--- config.mk ---
export PLATFORM = sky130hd
export DESIGN_NAME = indirect_load_addressing
export DESIGN_NICKNAME = d
export VERILOG_FILES = /design/src/core/indirect_load_pkg.sv /design/src/core/indirect_load_addressing.sv
export SDC_FILE = /design/constraint.sdc
export NUM_CORES = 1
export LEC_CHECK = 0
export ABC_AREA = 1
export BUFFER_PORTS_ARGS = -buffer_cell sky130_fd_sc_hd__buf_4
export CORE_MARGIN = 4
export CORE_UTILIZATION = 42
export DETAILED_ROUTE_END_ITERATION = 7
export PLACE_DENSITY_LB_ADDON = 0.1
export SYNTH_ARGS = -nofsm -noshare
export SYNTH_HDL_FRONTEND = slang
export SYNTH_SLANG_ARGS = --single-unit
export TNS_END_PERCENT = 30
--- constraint.sdc ---
create_clock -name clk_in -period 2.1 [get_ports clk_in]
set_clock_uncertainty 0.05 [all_clocks]
set_input_delay 0.315 -clock clk_in [delete_from_list [all_inputs] [get_ports clk_in]]
set_output_delay 0.315 -clock clk_in [all_outputs]
set_load 0.05 [all_outputs]
--- src/core/indirect_load_pkg.sv ---
// constants for the indirect load execution block
// Operation
// (RL1) indirect load copies addressed byte into working register
// (RL2) mode field: pre-inc, pre-dec, post-inc, post-dec
// (RL3) address and pointer writeback follow the mode
// (RL4) virtual indirect regs redirect to pointer address
// (RL5) any instruction on virtual reg uses pointer
// (RL6) pointers stay within 0000h to FFFFh, wrapping
// (RL7) zero flag tracks loaded byte, others unchanged
package indirect_load_pkg;
  localparam int PTR_W  = 16;
  localparam int DATA_W = 8;
  localparam int OFS_W  = 6;
  localparam logic [1:0] MODE_PRE_INC  = 2'h0;
  localparam logic [1:0] MODE_PRE_DEC  = 2'h1;
  localparam logic [1:0] MODE_POST_INC = 2'h2;
  localparam logic [1:0] MODE_POST_DEC = 2'h3;
  localparam logic [PTR_W-1:0]  PTR_RESET  = 16'h0000;
  localparam logic [PTR_W-1:0]  PTR_ONE    = 16'h0001;
  localparam logic [DATA_W-1:0] DATA_ZERO  = 8'h00;
  typedef enum logic [1:0] {
    ST_IDLE  = 2'b00,
    ST_READ  = 2'b01,
    ST_WRITE = 2'b10
  } exec_state_t;
endpackage

--- src/core/indirect_load_addressing.sv ---
// execution logic for the indirect load instruction
`timescale 1ns/1ps
module indirect_load_addressing
  import indirect_load_pkg::*;
(
  input  wire logic              clk_in,
  input  wire logic              reset_n_in,
  input  wire logic              op_valid_in,
  input  wire logic              op_relative_in,
  input  wire logic              op_ptr_sel_in,
  input  wire logic [1:0]        pointer_mode_field_in,
  input  wire logic [OFS_W-1:0]  op_offset_in,
  input  wire logic              ptr_wr_in,
  input  wire logic              ptr_wr_sel_in,
  input  wire logic [PTR_W-1:0]  ptr_wr_data_in,
  input  wire logic              virt_access_in,
  input  wire logic              virt_sel_in,
  input  wire logic [DATA_W-1:0] mem_rdata_in,
  output logic                   busy_out,
  output logic                   mem_rd_out,
  output logic [PTR_W-1:0]       mem_addr_out,
  output logic [DATA_W-1:0]      working_reg_out,
  output logic                   w_load_out,
  output logic                   zero_flag_out,
  output logic                   zero_we_out,
  output logic [PTR_W-1:0]       file_select_pointer0_out,
  output logic [PTR_W-1:0]       file_select_pointer1_out,
  output logic [PTR_W-1:0]       virt_addr_out
);
  exec_state_t       state_r, state_nxt;
  logic [PTR_W-1:0]  ptr_r [2];
  logic [PTR_W-1:0]  ptr_nxt [2];
  logic [PTR_W-1:0]  addr_r, addr_nxt, virt_r, virt_nxt;
  logic [PTR_W-1:0]  wb_r, wb_nxt;
  logic              sel_r, sel_nxt, rd_r, rd_nxt, wl_r, wl_nxt;
  logic [DATA_W-1:0] w_r, w_nxt;
  logic              z_r, z_nxt;
  logic              busy_r, busy_nxt;

  // 16-bit add that wraps inside the pointer range
  function automatic logic [PTR_W-1:0] ptr_add(input logic [PTR_W-1:0] p,
                                               input logic [PTR_W-1:0] d);
    ptr_add = PTR_W'(p + d); // see (RL6)
  endfunction

  always_comb begin
    logic [PTR_W-1:0] p;
    logic [PTR_W-1:0] ofs;
    p = ptr_r[op_ptr_sel_in];
    ofs = {{(PTR_W-OFS_W){op_offset_in[OFS_W-1]}}, op_offset_in};
    state_nxt = state_r;
    ptr_nxt = ptr_r;
    addr_nxt = addr_r;
    wb_nxt = wb_r;
    sel_nxt = sel_r;
    rd_nxt = 1'b0;
    wl_nxt = 1'b0;
    w_nxt = w_r;
    z_nxt = z_r;
    virt_nxt = ptr_r[virt_sel_in]; // see (RL4) (RL5)
    case (state_r)
      ST_IDLE: begin
        if (op_valid_in) begin
          sel_nxt = op_ptr_sel_in;
          rd_nxt = 1'b1;
          state_nxt = ST_READ;
          if (op_relative_in) begin
            addr_nxt = ptr_add(p, ofs); // see (RL3)
            wb_nxt = p;
          end else begin
            case (pointer_mode_field_in) // see (RL2)
              MODE_PRE_INC: begin
                addr_nxt = ptr_add(p, PTR_ONE);
                wb_nxt = ptr_add(p, PTR_ONE);
              end
              MODE_PRE_DEC: begin
                addr_nxt = ptr_add(p, ~PTR_RESET);
                wb_nxt = ptr_add(p, ~PTR_RESET);
              end
              MODE_POST_INC: begin
                addr_nxt = p;
                wb_nxt = ptr_add(p, PTR_ONE);
              end
              default: begin
                addr_nxt = p;
                wb_nxt = ptr_add(p, ~PTR_RESET);
              end
            endcase
          end
        end else if (ptr_wr_in) begin
          ptr_nxt[ptr_wr_sel_in] = ptr_wr_data_in;
        end
      end
      ST_READ: begin
        state_nxt = ST_WRITE;
      end
      default: begin
        w_nxt = mem_rdata_in; // see (RL1)
        wl_nxt = 1'b1;
        z_nxt = (mem_rdata_in == DATA_ZERO); // see (RL7)
        ptr_nxt[sel_r] = wb_r; // see (RL3)
        state_nxt = ST_IDLE;
      end
    endcase
    busy_nxt = (state_nxt != ST_IDLE);
  end

  always_ff @(posedge clk_in or negedge reset_n_in) begin
    if (!reset_n_in) begin
      state_r <= ST_IDLE;
      ptr_r[0] <= PTR_RESET;
      ptr_r[1] <= PTR_RESET;
      addr_r <= PTR_RESET;
      wb_r <= PTR_RESET;
      virt_r <= PTR_RESET;
      sel_r <= 1'b0;
      rd_r <= 1'b0;
      wl_r <= 1'b0;
      w_r <= DATA_ZERO;
      z_r <= 1'b0;
      busy_r <= 1'b0;
    end else begin
      state_r <= state_nxt;
      ptr_r <= ptr_nxt;
      addr_r <= addr_nxt;
      wb_r <= wb_nxt;
      virt_r <= virt_nxt;
      sel_r <= sel_nxt;
      rd_r <= rd_nxt;
      wl_r <= wl_nxt;
      w_r <= w_nxt;
      z_r <= z_nxt;
      busy_r <= busy_nxt;
    end
  end

  assign busy_out = busy_r;
  assign mem_rd_out = rd_r;
  assign mem_addr_out = addr_r;
  assign working_reg_out = w_r;
  assign w_load_out = wl_r;
  assign zero_flag_out = z_r;
  assign zero_we_out = wl_r;
  assign file_select_pointer0_out = ptr_r[0];
  assign file_select_pointer1_out = ptr_r[1];
  assign virt_addr_out = virt_r;

  // checks on the load sequence
  a_load_data: assert property (@(posedge clk_in) disable iff (!reset_n_in) // see (RL1)
    state_r == ST_WRITE |=> w_r == $past(mem_rdata_in) && wl_r)
    else $error("working register not loaded");
  a_pre_inc_addr: assert property (@(posedge clk_in) disable iff (!reset_n_in) // see (RL2)
    state_r == ST_IDLE && op_valid_in && !op_relative_in
      && pointer_mode_field_in == MODE_PRE_INC
    |=> addr_r == PTR_W'($past(ptr_r[op_ptr_sel_in]) + 16'h0001))
    else $error("pre increment address wrong");
  a_pre_dec_addr: assert property (@(posedge clk_in) disable iff (!reset_n_in) // see (RL2)
    state_r == ST_IDLE && op_valid_in && !op_relative_in
      && pointer_mode_field_in == MODE_PRE_DEC
    |=> addr_r == PTR_W'($past(ptr_r[op_ptr_sel_in]) - 16'h0001))
    else $error("pre decrement address wrong");
  a_pre_wb: assert property (@(posedge clk_in) disable iff (!reset_n_in) // see (RL3)
    state_r == ST_IDLE && op_valid_in && !op_relative_in
      && (pointer_mode_field_in == MODE_PRE_INC || pointer_mode_field_in == MODE_PRE_DEC)
    |=> ##2 ptr_r[sel_r] == addr_r)
    else $error("pre mode writeback wrong");
  a_post_dec_wb: assert property (@(posedge clk_in) disable iff (!reset_n_in) // see (RL3)
    state_r == ST_IDLE && op_valid_in && !op_relative_in
      && pointer_mode_field_in == MODE_POST_DEC
    |=> addr_r == $past(ptr_r[op_ptr_sel_in]) ##2
        ptr_r[sel_r] == PTR_W'(addr_r - 16'h0001))
    else $error("post decrement writeback wrong");
  a_post_inc_wb: assert property (@(posedge clk_in) disable iff (!reset_n_in) // see (RL3)
    state_r == ST_IDLE && op_valid_in && !op_relative_in
      && pointer_mode_field_in == MODE_POST_INC
    |=> addr_r == $past(ptr_r[op_ptr_sel_in]) ##2
        ptr_r[sel_r] == PTR_W'(addr_r + 16'h0001))
    else $error("post increment writeback wrong");
  a_rel_keep: assert property (@(posedge clk_in) disable iff (!reset_n_in) // see (RL3)
    state_r == ST_IDLE && op_valid_in && op_relative_in
    |=> ##2 $stable(ptr_r[sel_r]))
    else $error("relative mode changed pointer");
  a_rel_addr: assert property (@(posedge clk_in) disable iff (!reset_n_in) // see (RL3)
    state_r == ST_IDLE && op_valid_in && op_relative_in
    |=> addr_r == PTR_W'($past(ptr_r[op_ptr_sel_in])
                         + PTR_W'($signed($past(op_offset_in)))))
    else $error("relative address wrong");
  a_virt_redirect: assert property (@(posedge clk_in) disable iff (!reset_n_in) // see (RL4)
    1'b1 |=> virt_r == $past(ptr_r[virt_sel_in]))
    else $error("virtual access address wrong");
  a_wrap_top: assert property (@(posedge clk_in) disable iff (!reset_n_in) // see (RL6)
    state_r == ST_IDLE && op_valid_in && !op_relative_in
      && pointer_mode_field_in == MODE_PRE_INC && ptr_r[op_ptr_sel_in] == 16'hffff
    |=> addr_r == 16'h0000)
    else $error("pointer did not wrap");
  a_zero_flag: assert property (@(posedge clk_in) disable iff (!reset_n_in) // see (RL7)
    wl_r |-> z_r == (w_r == DATA_ZERO))
    else $error("zero flag mismatch");
  a_read_pulse: assert property (@(posedge clk_in) disable iff (!reset_n_in) // see (RL1)
    rd_r |=> !rd_r ##1 wl_r)
    else $error("read sequence wrong");
  a_ptr_refuse: assert property (@(posedge clk_in) disable iff (!reset_n_in) // see (RL3)
    state_r == ST_READ && ptr_wr_in |=> $stable(ptr_r[0]) && $stable(ptr_r[1]))
    else $error("pointer written while busy");
  a_op_refuse: assert property (@(posedge clk_in) disable iff (!reset_n_in) // see (RL1)
    state_r == ST_WRITE && op_valid_in |=> !rd_r && !busy_r)
    else $error("load started while busy");
  a_w_hold: assert property (@(posedge clk_in) disable iff (!reset_n_in) // see (RL7)
    state_r != ST_WRITE |=> $stable(z_r) && $stable(w_r))
    else $error("working register or flag changed");
  a_load_pulse: assert property (@(posedge clk_in) disable iff (!reset_n_in) // see (RL1)
    wl_r |=> !wl_r)
    else $error("load strobe too long");
  a_busy_span: assert property (@(posedge clk_in) disable iff (!reset_n_in) // see (RL1)
    rd_r |-> busy_r)
    else $error("read outside busy");

  // main scenarios
  c_pre_dec: cover property (@(posedge clk_in)
    op_valid_in && !busy_out && pointer_mode_field_in == MODE_PRE_DEC);
  c_post_dec: cover property (@(posedge clk_in)
    op_valid_in && !busy_out && pointer_mode_field_in == MODE_POST_DEC);
  c_relative: cover property (@(posedge clk_in) op_valid_in && !busy_out && op_relative_in);
  c_zero_load: cover property (@(posedge clk_in) wl_r && z_r);
endmodule

# Word level (Yosys, flattened, before mapping)
# Cells that the tools add are included.
[op_classes] addsub=3 muxes=24 eq_ne=5 order_cmp=6 n_bitwise=5 n_reduce_logical=10
[ops] cell="2-to-1 mux 16 bit" n=11
[ops] cell="bitwise mux 32 bit" n=2
[ops] cell="2-to-1 mux 32 bit" n=2
[ops] cell="one-hot mux 32 bit (2 select lines)" n=1
[ops] cell="demux 16 bit (select 1 bit)" n=2
[ops] cell="one-hot mux 16 bit (2 select lines)" n=1
[ops] cell="adder 16 x 1 -> 16 bit (second input constant)" n=1
[ops] cell="adder 16 bit" n=1
[ops] cell="adder 16 bit (second input constant)" n=1
[ops] cell="greater-or-equal comparator 2 bit (second input constant)" n=4
[ops] cell="zero test 8 bit" n=1
[ops] cell="NOT 1 -> 2 bit" n=4
[ops] cell="equality test 2 x 1 -> 1 bit (second input constant)" n=2
[ops] cell="zero test 2 bit" n=2
[ops] cell="less-than comparator 2 x 1 -> 1 bit (second input constant)" n=2
[ops] cell="!= test 2 bit (second input constant)" n=2
[ops] cell="one-hot mux 2 bit (2 select lines)" n=1
[ops] cell="OR reduction 2 bit" n=2
[ops] cell="2-to-1 mux 1 bit" n=3
[ops] cell="AND reduction 3 bit" n=1
[ops] cell="equality test 2 bit (second input constant)" n=1
[ops] cell="logical AND 1 bit" n=2
[ops] cell="2-to-1 mux 2 bit" n=1
[ops] cell="AND reduction 2 bit" n=1
[ops] cell="other kinds (2)" n=2
[word_totals] word_cells=65 input_bits=41 out_inout_bits=77 register_bits=95

# Longest topological paths before layout
# Gate-level depths: netlist of run 1.
[logic_depth] depth_word=9 ltp_mapped=18 ltp_nobuf=17

# Worst setup path after synthesis of run 1
# OpenSTA, ideal clock, no wires.
[synth_path] path_type="flip-flop to flip-flop" start="register ptr_r (netlist bit file_select_pointer0_out[0])" end="register addr_r[14], in the netlist mem_addr_out[14]" required_time_ns=1.937 synth_period_minus_slack_ns=2.576 arrival_ns=2.413 path_stages_with_launch=18 slack_ns=-0.476 setup_time_ns=0.113 n_path_buf=0 path_cell_list="dfrtp_1 inv_1 o21ai_2 ha_1 inv_1 fa_1 inv_1 nand3_1 nand2_1 nand3_1 nand2_1 nand3b_1 nand2_1 nand2_1 nand3_1 nand3_1 nand2_1 inv_1"
[synth_between] elab_chain_cells=6 word_cells_on_any_way=8 classes_between="3 x add/sub; 5 x mux"
[synth_rtl] item="from (decl)" line="indirect_load_addressing.sv:31" rtl="logic [PTR_W-1:0] ptr_r [2];"
[synth_rtl] item="from (signal assigned)" line="indirect_load_addressing.sv:124" rtl="ptr_r <= ptr_nxt;"
[synth_rtl] item="2-to-1 mux 16 bit (implied by the code) (*) (3 in series)" line="indirect_load_addressing.sv:49" rtl="p = ptr_r[op_ptr_sel_in];"
[synth_rtl] item="adder 16 bit / adder 16 x 1 -> 16 bit (equally long branches)" line="indirect_load_addressing.sv:43" rtl="ptr_add = PTR_W'(p + d);"
[synth_rtl] item="one-hot mux 16 bit (2 select lines)" line="indirect_load_addressing.sv:71" rtl="case (pointer_mode_field_in)"
[synth_rtl] item="2-to-1 mux 16 bit (*)" line="indirect_load_addressing.sv:67" rtl="if (op_relative_in) begin"
[synth_rtl] item="to (signal assigned)" line="indirect_load_addressing.sv:125" rtl="addr_r <= addr_nxt;"
[synth_rtl] item="to (decl)" line="indirect_load_addressing.sv:33" rtl="logic [PTR_W-1:0] addr_r, addr_nxt, virt_r, virt_nxt;"
# Mark *: on every way between the ends. The rest lies on a longest branch, timed or not. The select of a mux whose other input is x is not followed.
# A chain may end at the register's enable or synchronous reset.

# Final worst setup path of run 1
[layout_path] start="register ptr_r (netlist bit file_select_pointer0_out[6])" end="register addr_r[10], in the netlist mem_addr_out[10]"
# The elaborated chain is that of the path after synthesis.

==> flow_metrics.py, run 1 <==
metrics = {
    "run_status": {
        "run_status": "finished with violations",
        "failing_checks": "setup timing",
    },
    "layout": {
        "final_common_cell": "nand2_1",
        "area_delta_synth_final_pct": 38.22,
        "commonest_cells_after_routing_fill_and_taps_aside": "nand2_1, buf_4, dfrtp_1, inv_1, o21ai_0",
        "nets": 1201,
        "insertedDiodeCount": 0,
        "post_route_cells_drive_above_1_share_pct": 31.30,
        "design_area_um2": 8886,
    },
    "setup_path": {
        "r2r_slack_ns": -0.03,
        "worst-path-buf-inv": 2,
        "critPathSlowestCell": "dfrtp_1",
        "element_type_at_the_critical_path_start": "register",
        "cpPeakStageDelay_ns": 0.40,
        "path_cells": "nand2_1 > nand2_2 > ha_4 > buf_4 > nand2_1 > nor2_2 > nand3_1 > nand3_1 > nor2_1 > o21ai_0 > inv_1 > a21oi_1",
        "timing.setup.critical_path_class": "reg2reg",
        "setup.worst_path.end_class": "register",
        "worstPathRequired_ns": 2.34,
        "worst_ep_arrival_time_ns": 2.37,
        "critical-path-top-delay-family": "simple AND/OR/NAND/NOR gates",
        "path_max_fanout": 3,
        "worstReg2RegStart": "file_select_pointer0_out[6]",
        "regToRegEndpoint": "mem_addr_out[10]",
        "r2r.worst_path.cells": 12,
    },
    "cts": {
        "cts_tree": "done",
        "post_cts_buffers": 0,
        "cts.reportedPaths.clkPinSlew_ns": 0.07,
        "clockRootBuffer": "clkbuf_16",
        "htree_num_levels": 3,
        "clock_tree_sinks": 95,
        "cts_bufs_inserted": 9,
        "clock_insertion_delay_worst_skew_ns": 0.36,
        "clock_tree.buffer_depth": 2,
    },
    "global_routing": {
        "overflow": 0,
        "grt_antenna_before_repair": 0,
        "first_pass_grt_wire_length_um": 33200,
        "largest_net_degree_at_the_start_of_global_routing": 41,
        "vias_in_the_first_global_route": 6561,
        "grt.total_usage_pct": 23.59,
    },
    "sta": {
        "period_share_pct": 101.6,
        "rsz0062_at_grt": "true",
        "final.min_clock_period_ns": 2.133,
        "slew_headroom_pct": 66.10,
        "total_negative_slack_ns": -0.06197,
        "fmax_ghz": 0.4687,
        "transition_time_at_the_pin_with_the_least_slew_margin_ns": 0.5077,
        "report.final.slew_viol_count": 0,
        "layout_setup_ws_ns": -0.03335,
        "timing.final.setup_violations": 2,
        "timing.final.hold_violations": 0,
    },
    "power_and_ir_drop": {
        "cellPowerDensity_nw_per_um2": 1485,
        "max-vdd-ir-drop_v": 0.0008449,
        "total_power_uw": 13190,
        "power.static_leakage_uw": 0.004491,
    },
    "placement": {
        "numPortBuffers": 116,
        "detailed_place.area_um2": 8372,
        "dp_hpwl_um": 15730,
        "gp_congestion": 0.9107,
        "pre_cts_slack_ns": -0.3609,
    },
    "yosys": {
        "synth.avg_cell_area_um2": 6.935,
        "post_synth_num_cell_types": 44,
        "synth_nets": 986,
        "sequential_to_total_area_share_from_yosys_stat_pct": 36.98,
        "netlist_instances": 927,
        "synth_seq_cells": 95,
        "yosysWarningCount": 0,
        "syn_area_um2": 6429,
    },
    "drt": {
        "routed-via-count": 6772,
        "remaining_drc_errors": 0,
        "detail-route-antenna-nets": 0,
        "drt_first_pass_iters": 5,
        "drt_iter0_markers": 460,
        "routed_wire_length_per_instance_um": 15.37,
        "post_drt_via_cell_ratio": 5.088,
        "finalWirelength_um": 20460,
    },
    "floorplanning": {
        "initial_core_util_pct": 43.57,
        "io_pins": 118,
        "die_area_um2": 17350,
        "row_count": 44,
        "die_y_um": 131.7,
        "dieWidth_um": 131.7,
        "core_region_area_um2": 14750,
    },
    "hold_path": {
        "worstHoldPathCells": 3,
        "worst_hold_startpoint": "mem_rdata_in[0]",
        "hold-path-endpoint": "working_reg_out[0]",
        "worst_hold_path_type": "in2reg",
    },
    "run": {
        "drv_cap": 0,
    },
}
[cell families after synthesis]
| family | Yosys count | synth area share, % |
|---|---|---|
| AOI/OAI and AO/OA | 195 | 17.11 |
| xor gates and xnor gates | 16 | 2.180 |
| adders and majority gates | 18 | 3.620 |
| buffers and inverters | 141 | 9.011 |
| DFF | 95 | 36.98 |
| muxes | 2 | 0.3309 |
| and+or+nand+nor | 460 | 30.77 |
[where the power goes]
group | total (uW) | switching [uW] | internal (uW) | leakage [uW]
registers | 2940 | 387 | 2550 | 0.00120
clock network | 1720 | 787 | 936 | 0.000149
logic | 8540 | 5450 | 3090 | 0.00315
[worst register-to-register path: cells and delay by family (launching register included)]
family	cells	cell delay, ns
simple gates	7	0.84
fa+ha+maj	1	0.30
flops	1	0.40
compound gates	2	0.30
buf+inv	2	0.17
[metal layers]
layer  vias up  global-route usage, %  part of all wire [%]
met5         -                      0                     0
met4         0                  8.285                   2.5
met3        33                  3.899                   4.3
met2       155                  39.80                    48
met1      3138                  30.72                    45
li1       3446                      -                     -
[registers in the layout (all words and copies together) (netlist names)]
| register | count |
|---|---|
| w_load_out | 1 |
| wb_r | 16 |
| virt_addr_out | 16 |
| busy_out | 1 |
| mem_addr_out | 16 |
| zero_flag_out | 1 |
| mem_rd_out | 1 |
| working_reg_out | 8 |
| file_select_pointer0_out | 16 |
| state_r | 2 |
| sel_r | 1 |
| file_select_pointer1_out | 16 |
[Yosys cell counts, drive strengths merged]
library cell  instances  area, um^2
a21boi                1       7.510
dfrtp                95        2377
a31oi                 2       12.51
fa                    1       20.02
nand3                55       292.8
xnor2                 1       8.760
mux2                  1       11.26
xor2                 15       131.4
a32o                  2       20.02
o21ai               105       559.3
o21bai                1       7.510
nor2                 87       366.6
o22ai                38       237.7
ha                   17       212.7
o211ai                4       30.03
clkbuf               26       97.59
nand2               301        1212
clkinv                2       7.510
a22oi                 1       7.510
a21oi                39       202.7
buf                  14       102.6
mux2i                 1       10.01
nor4                  1       6.260
nand3b                4       30.03
inv                  99       371.6
nand4                 2       12.51
a21o                  2       15.01
or2                   6       37.54
nor3                  4       20.02
[layout make-up]
cell class,count,area [um^2]
clock buffer,10,229.0
clock inverter,6,68.82
fill,1437,5868
inverter,101,381.6
multi-input combinational,691,3710
sequential,95,2382
tap,184,230.2
timing repair buffer,244,1884
[how the worst max path moves through the flow]
stage	start	endpoint	slack (ns)	cells past startpoint
floorplan	file_select_pointer0_out[0]	mem_addr_out[14]	-0.18	17
global placement	op_ptr_sel_in	mem_addr_out[8]	-0.34	17
detailed placement	op_ptr_sel_in	mem_addr_out[13]	-0.36	16
CTS	file_select_pointer0_out[0]	mem_addr_out[14]	-0.03	17
global route	file_select_pointer0_out[0]	mem_addr_out[14]	-0.18	17
finish	file_select_pointer0_out[6]	mem_addr_out[10]	-0.03	12
[repair_timing]
item | 4_1_cts | 5_1_grt
gates cloned | 0 | 0
pin swaps | 4 | 11
hold buffers | 1 | 0
setup endpoints to repair | 10 | 17
endpoints found under the hold margin | 23 | 0
resized for setup | 9 | 41
[metrics by stage]
stage | utilization [%] | hold slack (ns) | std cells
3_5_place_dp | 56.74 | 0.1970 | 1314
3_3_place_gp | 56.74 | 0.2020 | 1314
6_report | 60.23 | 0.1257 | 1331
5_1_grt | 60.23 | 0.1354 | 1331
2_1_floorplan | - | -0.03059 | 927
4_1_cts | 58.99 | 0.1171 | 1331
Note: power is estimated with default switching activity, not from simulation.
==> run 2, diff against run 1 <==
--- a/config.mk
+++ b/config.mk
@@ -11,6 +11,7 @@
 export CORE_UTILIZATION = 42
 export DETAILED_ROUTE_END_ITERATION = 7
 export PLACE_DENSITY_LB_ADDON = 0.1
+export SETUP_SLACK_MARGIN = 0.2
 export SYNTH_ARGS = -nofsm -noshare
 export SYNTH_HDL_FRONTEND = slang
 export SYNTH_SLANG_ARGS = --single-unit
==> flow_metrics.py, run 2 (same netlist as run 1, synthesis figures left out) <==
metrics = {
    "layout": {
        "final_common_cell": "nand2_1",
        "postLayoutCoreUtil_pct": 61.83,
        "insertedDiodeCount": 0,
        "post_route_cells_drive_above_1_share_pct": 35.48,
        "commonest_cells_after_routing_fill_and_taps_aside": "nand2_1, buf_4, inv_1, o21ai_0, dfrtp_1",
        "nets": 1204,
        "fill_cells": 1375,
        "area_delta_synth_final_pct": 41.90,
    },
    "cts": {
        "cts.reportedPaths.clkPinSlew_ns": 0.07,
        "clockRootBuffer": "clkbuf_16",
        "clock_tree_sinks": 95,
        "htree_num_levels": 3,
        "cts_tree": "done",
        "clock_insertion_delay_worst_skew_ns": 0.36,
        "clock_tree.buffer_depth": 2,
        "cts_bufs_inserted": 9,
    },
    "drt": {
        "drt_iter0_markers": 499,
        "post_drt_via_cell_ratio": 5.198,
        "routed-via-count": 6934,
        "routed_wire_length_per_instance_um": 15.87,
        "finalWirelength_um": 21160,
        "remaining_drc_errors": 0,
        "detail-route-antenna-nets": 0,
        "drt_first_pass_iters": 5,
    },
    "sta": {
        "timing.final.setup_violations": 2,
        "period_share_pct": 103.4,
        "timing.final.hold_violations": 0,
        "report.final.slew_viol_count": 0,
        "final.min_clock_period_ns": 2.171,
        "rsz0062_at_grt": "true",
        "transition_time_at_the_pin_with_the_least_slew_margin_ns": 0.5904,
        "fmax_ghz": 0.4607,
        "layout_setup_ws_ns": -0.07067,
        "slew_headroom_pct": 60.58,
    },
    "hold_path": {
        "worst_hold_path_type": "in2reg",
        "hold-path-endpoint": "working_reg_out[7]",
        "worstHoldPathCells": 3,
        "worst_hold_startpoint": "mem_rdata_in[7]",
    },
    "setup_path": {
        "worstReg2RegStart": "file_select_pointer0_out[0]",
        "element_type_at_the_critical_path_start": "register",
        "r2r_slack_ns": -0.07,
        "worst_ep_arrival_time_ns": 2.38,
        "path_cells": "inv_4 > o21ai_4 > ha_4 > inv_2 > fa_2 > inv_2 > nand3_2 > nand2_4 > nand3_2 > nand2_2 > nand3b_1 > nand2_1 > nand2_1 > nand3_1 > nand3_1 > nand2_1 > inv_1",
        "timing.setup.critical_path_class": "reg2reg",
        "path_max_fanout": 4,
        "r2r.worst_path.cells": 17,
        "critPathSlowestCell": "dfrtp_2",
        "crit_path_frequent_cell": "nand2_1",
        "worstPathRequired_ns": 2.31,
        "setup.worst_path.end_class": "register",
        "regToRegEndpoint": "mem_addr_out[14]",
        "cpPeakStageDelay_ns": 0.38,
    },
    "floorplanning": {
        "core_region_area_um2": 14750,
        "io_pins": 118,
        "die_area_um2": 17350,
        "die_y_um": 131.7,
        "dieWidth_um": 131.7,
        "row_count": 44,
        "initial_core_util_pct": 43.57,
    },
    "global_routing": {
        "grt.total_usage_pct": 23.79,
        "vias_in_the_first_global_route": 6555,
        "grt_antenna_before_repair": 0,
        "first_pass_grt_wire_length_um": 33520,
        "overflow": 0,
        "largest_net_degree_at_the_start_of_global_routing": 42,
    },
    "placement": {
        "dp_hpwl_um": 15940,
        "numPortBuffers": 116,
        "gp_congestion": 0.9660,
    },
    "power_and_ir_drop": {
        "total_power_uw": 13420,
        "power.static_leakage_uw": 0.004498,
        "cellPowerDensity_nw_per_um2": 1471,
        "max-vdd-ir-drop_v": 0.0008931,
    },
    "run_status": {
        "run_status": "finished with violations",
        "failing_checks": "setup timing",
    },
    "run": {
        "drv_cap": 0,
    },
}
==> run 2: cell types whose count changed in the layout (fill, tap and decap cells not counted), moves of 5 or more <==
| cell | previous run | this run |
|---|---|---|
| dfrtp_1 | 91 | 70 |
| dfrtp_2 | 4 | 25 |
| buf_6 | 0 | 7 |
| ha_1 | 9 | 2 |
| nand2_1 | 269 | 262 |
| ha_4 | 8 | 13 |
==> run 2: worst max path at each step <==
stage | startpoint | endpoint | slack, ns | cells after the start
6_report | file_select_pointer0_out[0] | mem_addr_out[14] | -0.07 | 17
2_1_floorplan | file_select_pointer0_out[0] | mem_addr_out[14] | -0.18 | 17
4_1_cts | file_select_pointer0_out[0] | mem_addr_out[14] | -0.05 | 17
3_5_place_dp | op_ptr_sel_in | mem_addr_out[11] | -0.31 | 14
5_1_grt | file_select_pointer0_out[0] | mem_addr_out[14] | -0.21 | 17
3_3_place_gp | op_ptr_sel_in | mem_addr_out[9] | -0.26 | 15
==> run 2: critical path, delay by kind of cell, from the launching register on <==
| family | cells | cell delay (ns) |
|---|---|---|
| simple gates | 10 | 0.76 |
| fa+ha+maj | 2 | 0.51 |
| flops | 1 | 0.38 |
| buf+inv | 4 | 0.19 |
| compound gates | 1 | 0.18 |
==> run 2: layout make-up <==
class | instances | area, um^2 | area share [%]
Multi-Input combinational cell | 691 | 3890 | 42.64
Sequential cell | 95 | 2409 | 26.40
Timing Repair Buffer | 247 | 1933 | 21.19
Inverter | 101 | 384.1 | 4.211
Clock buffer | 12 | 246.5 | 2.702
Tap cell | 184 | 230.2 | 2.524
Clock inverter | 4 | 30.03 | 0.3292
==> run 2: per-stage QoR <==
| stage | std cells | TNS (ns) | cell area (um^2) | hold slack, ns | setup slack (ns) |
|---|---|---|---|---|---|
| 2_1_floorplan | 927 | -0.4768 | 6523 | -0.03059 | -0.1792 |
| 3_3_place_gp | 1298 | -2.153 | 8313 | 0.1533 | -0.2574 |
| 3_5_place_dp | 1298 | -2.769 | 8313 | 0.1510 | -0.3077 |
| 4_1_cts | 1320 | -0.05387 | 8818 | 0.1269 | -0.04804 |
| 5_1_grt | 1334 | -1.540 | 9123 | 0.1391 | -0.2082 |
| 6_report | 1334 | -0.1034 | 9123 | 0.1335 | -0.07067 |
==> run 2: power by group <==
part	switching [uW]	internal (uW)
Combinational	5570	3230
Sequential	440	2580
Clock	758	842
Total	6770	6650
==> run 2: timing repair <==
action / in CTS / in global routing
pin swaps: 18 / 16
setup endpoints to repair: 22 / 28
hold buffers: 1 / 0
buffers inserted: 5 / 14
resized for setup: 38 / 46
endpoints found under the hold margin: 14 / 0
gates cloned: 0 / 0
==> run 2: per-layer routing <==
metal,track usage [%],vias to the layer above,part of all wire (%)
met5,0,-,0
met4,9.860,0,3.0
met3,3.593,41,4.5
met2,39.40,224,48
met1,31.23,3215,45
li1,-,3454,-
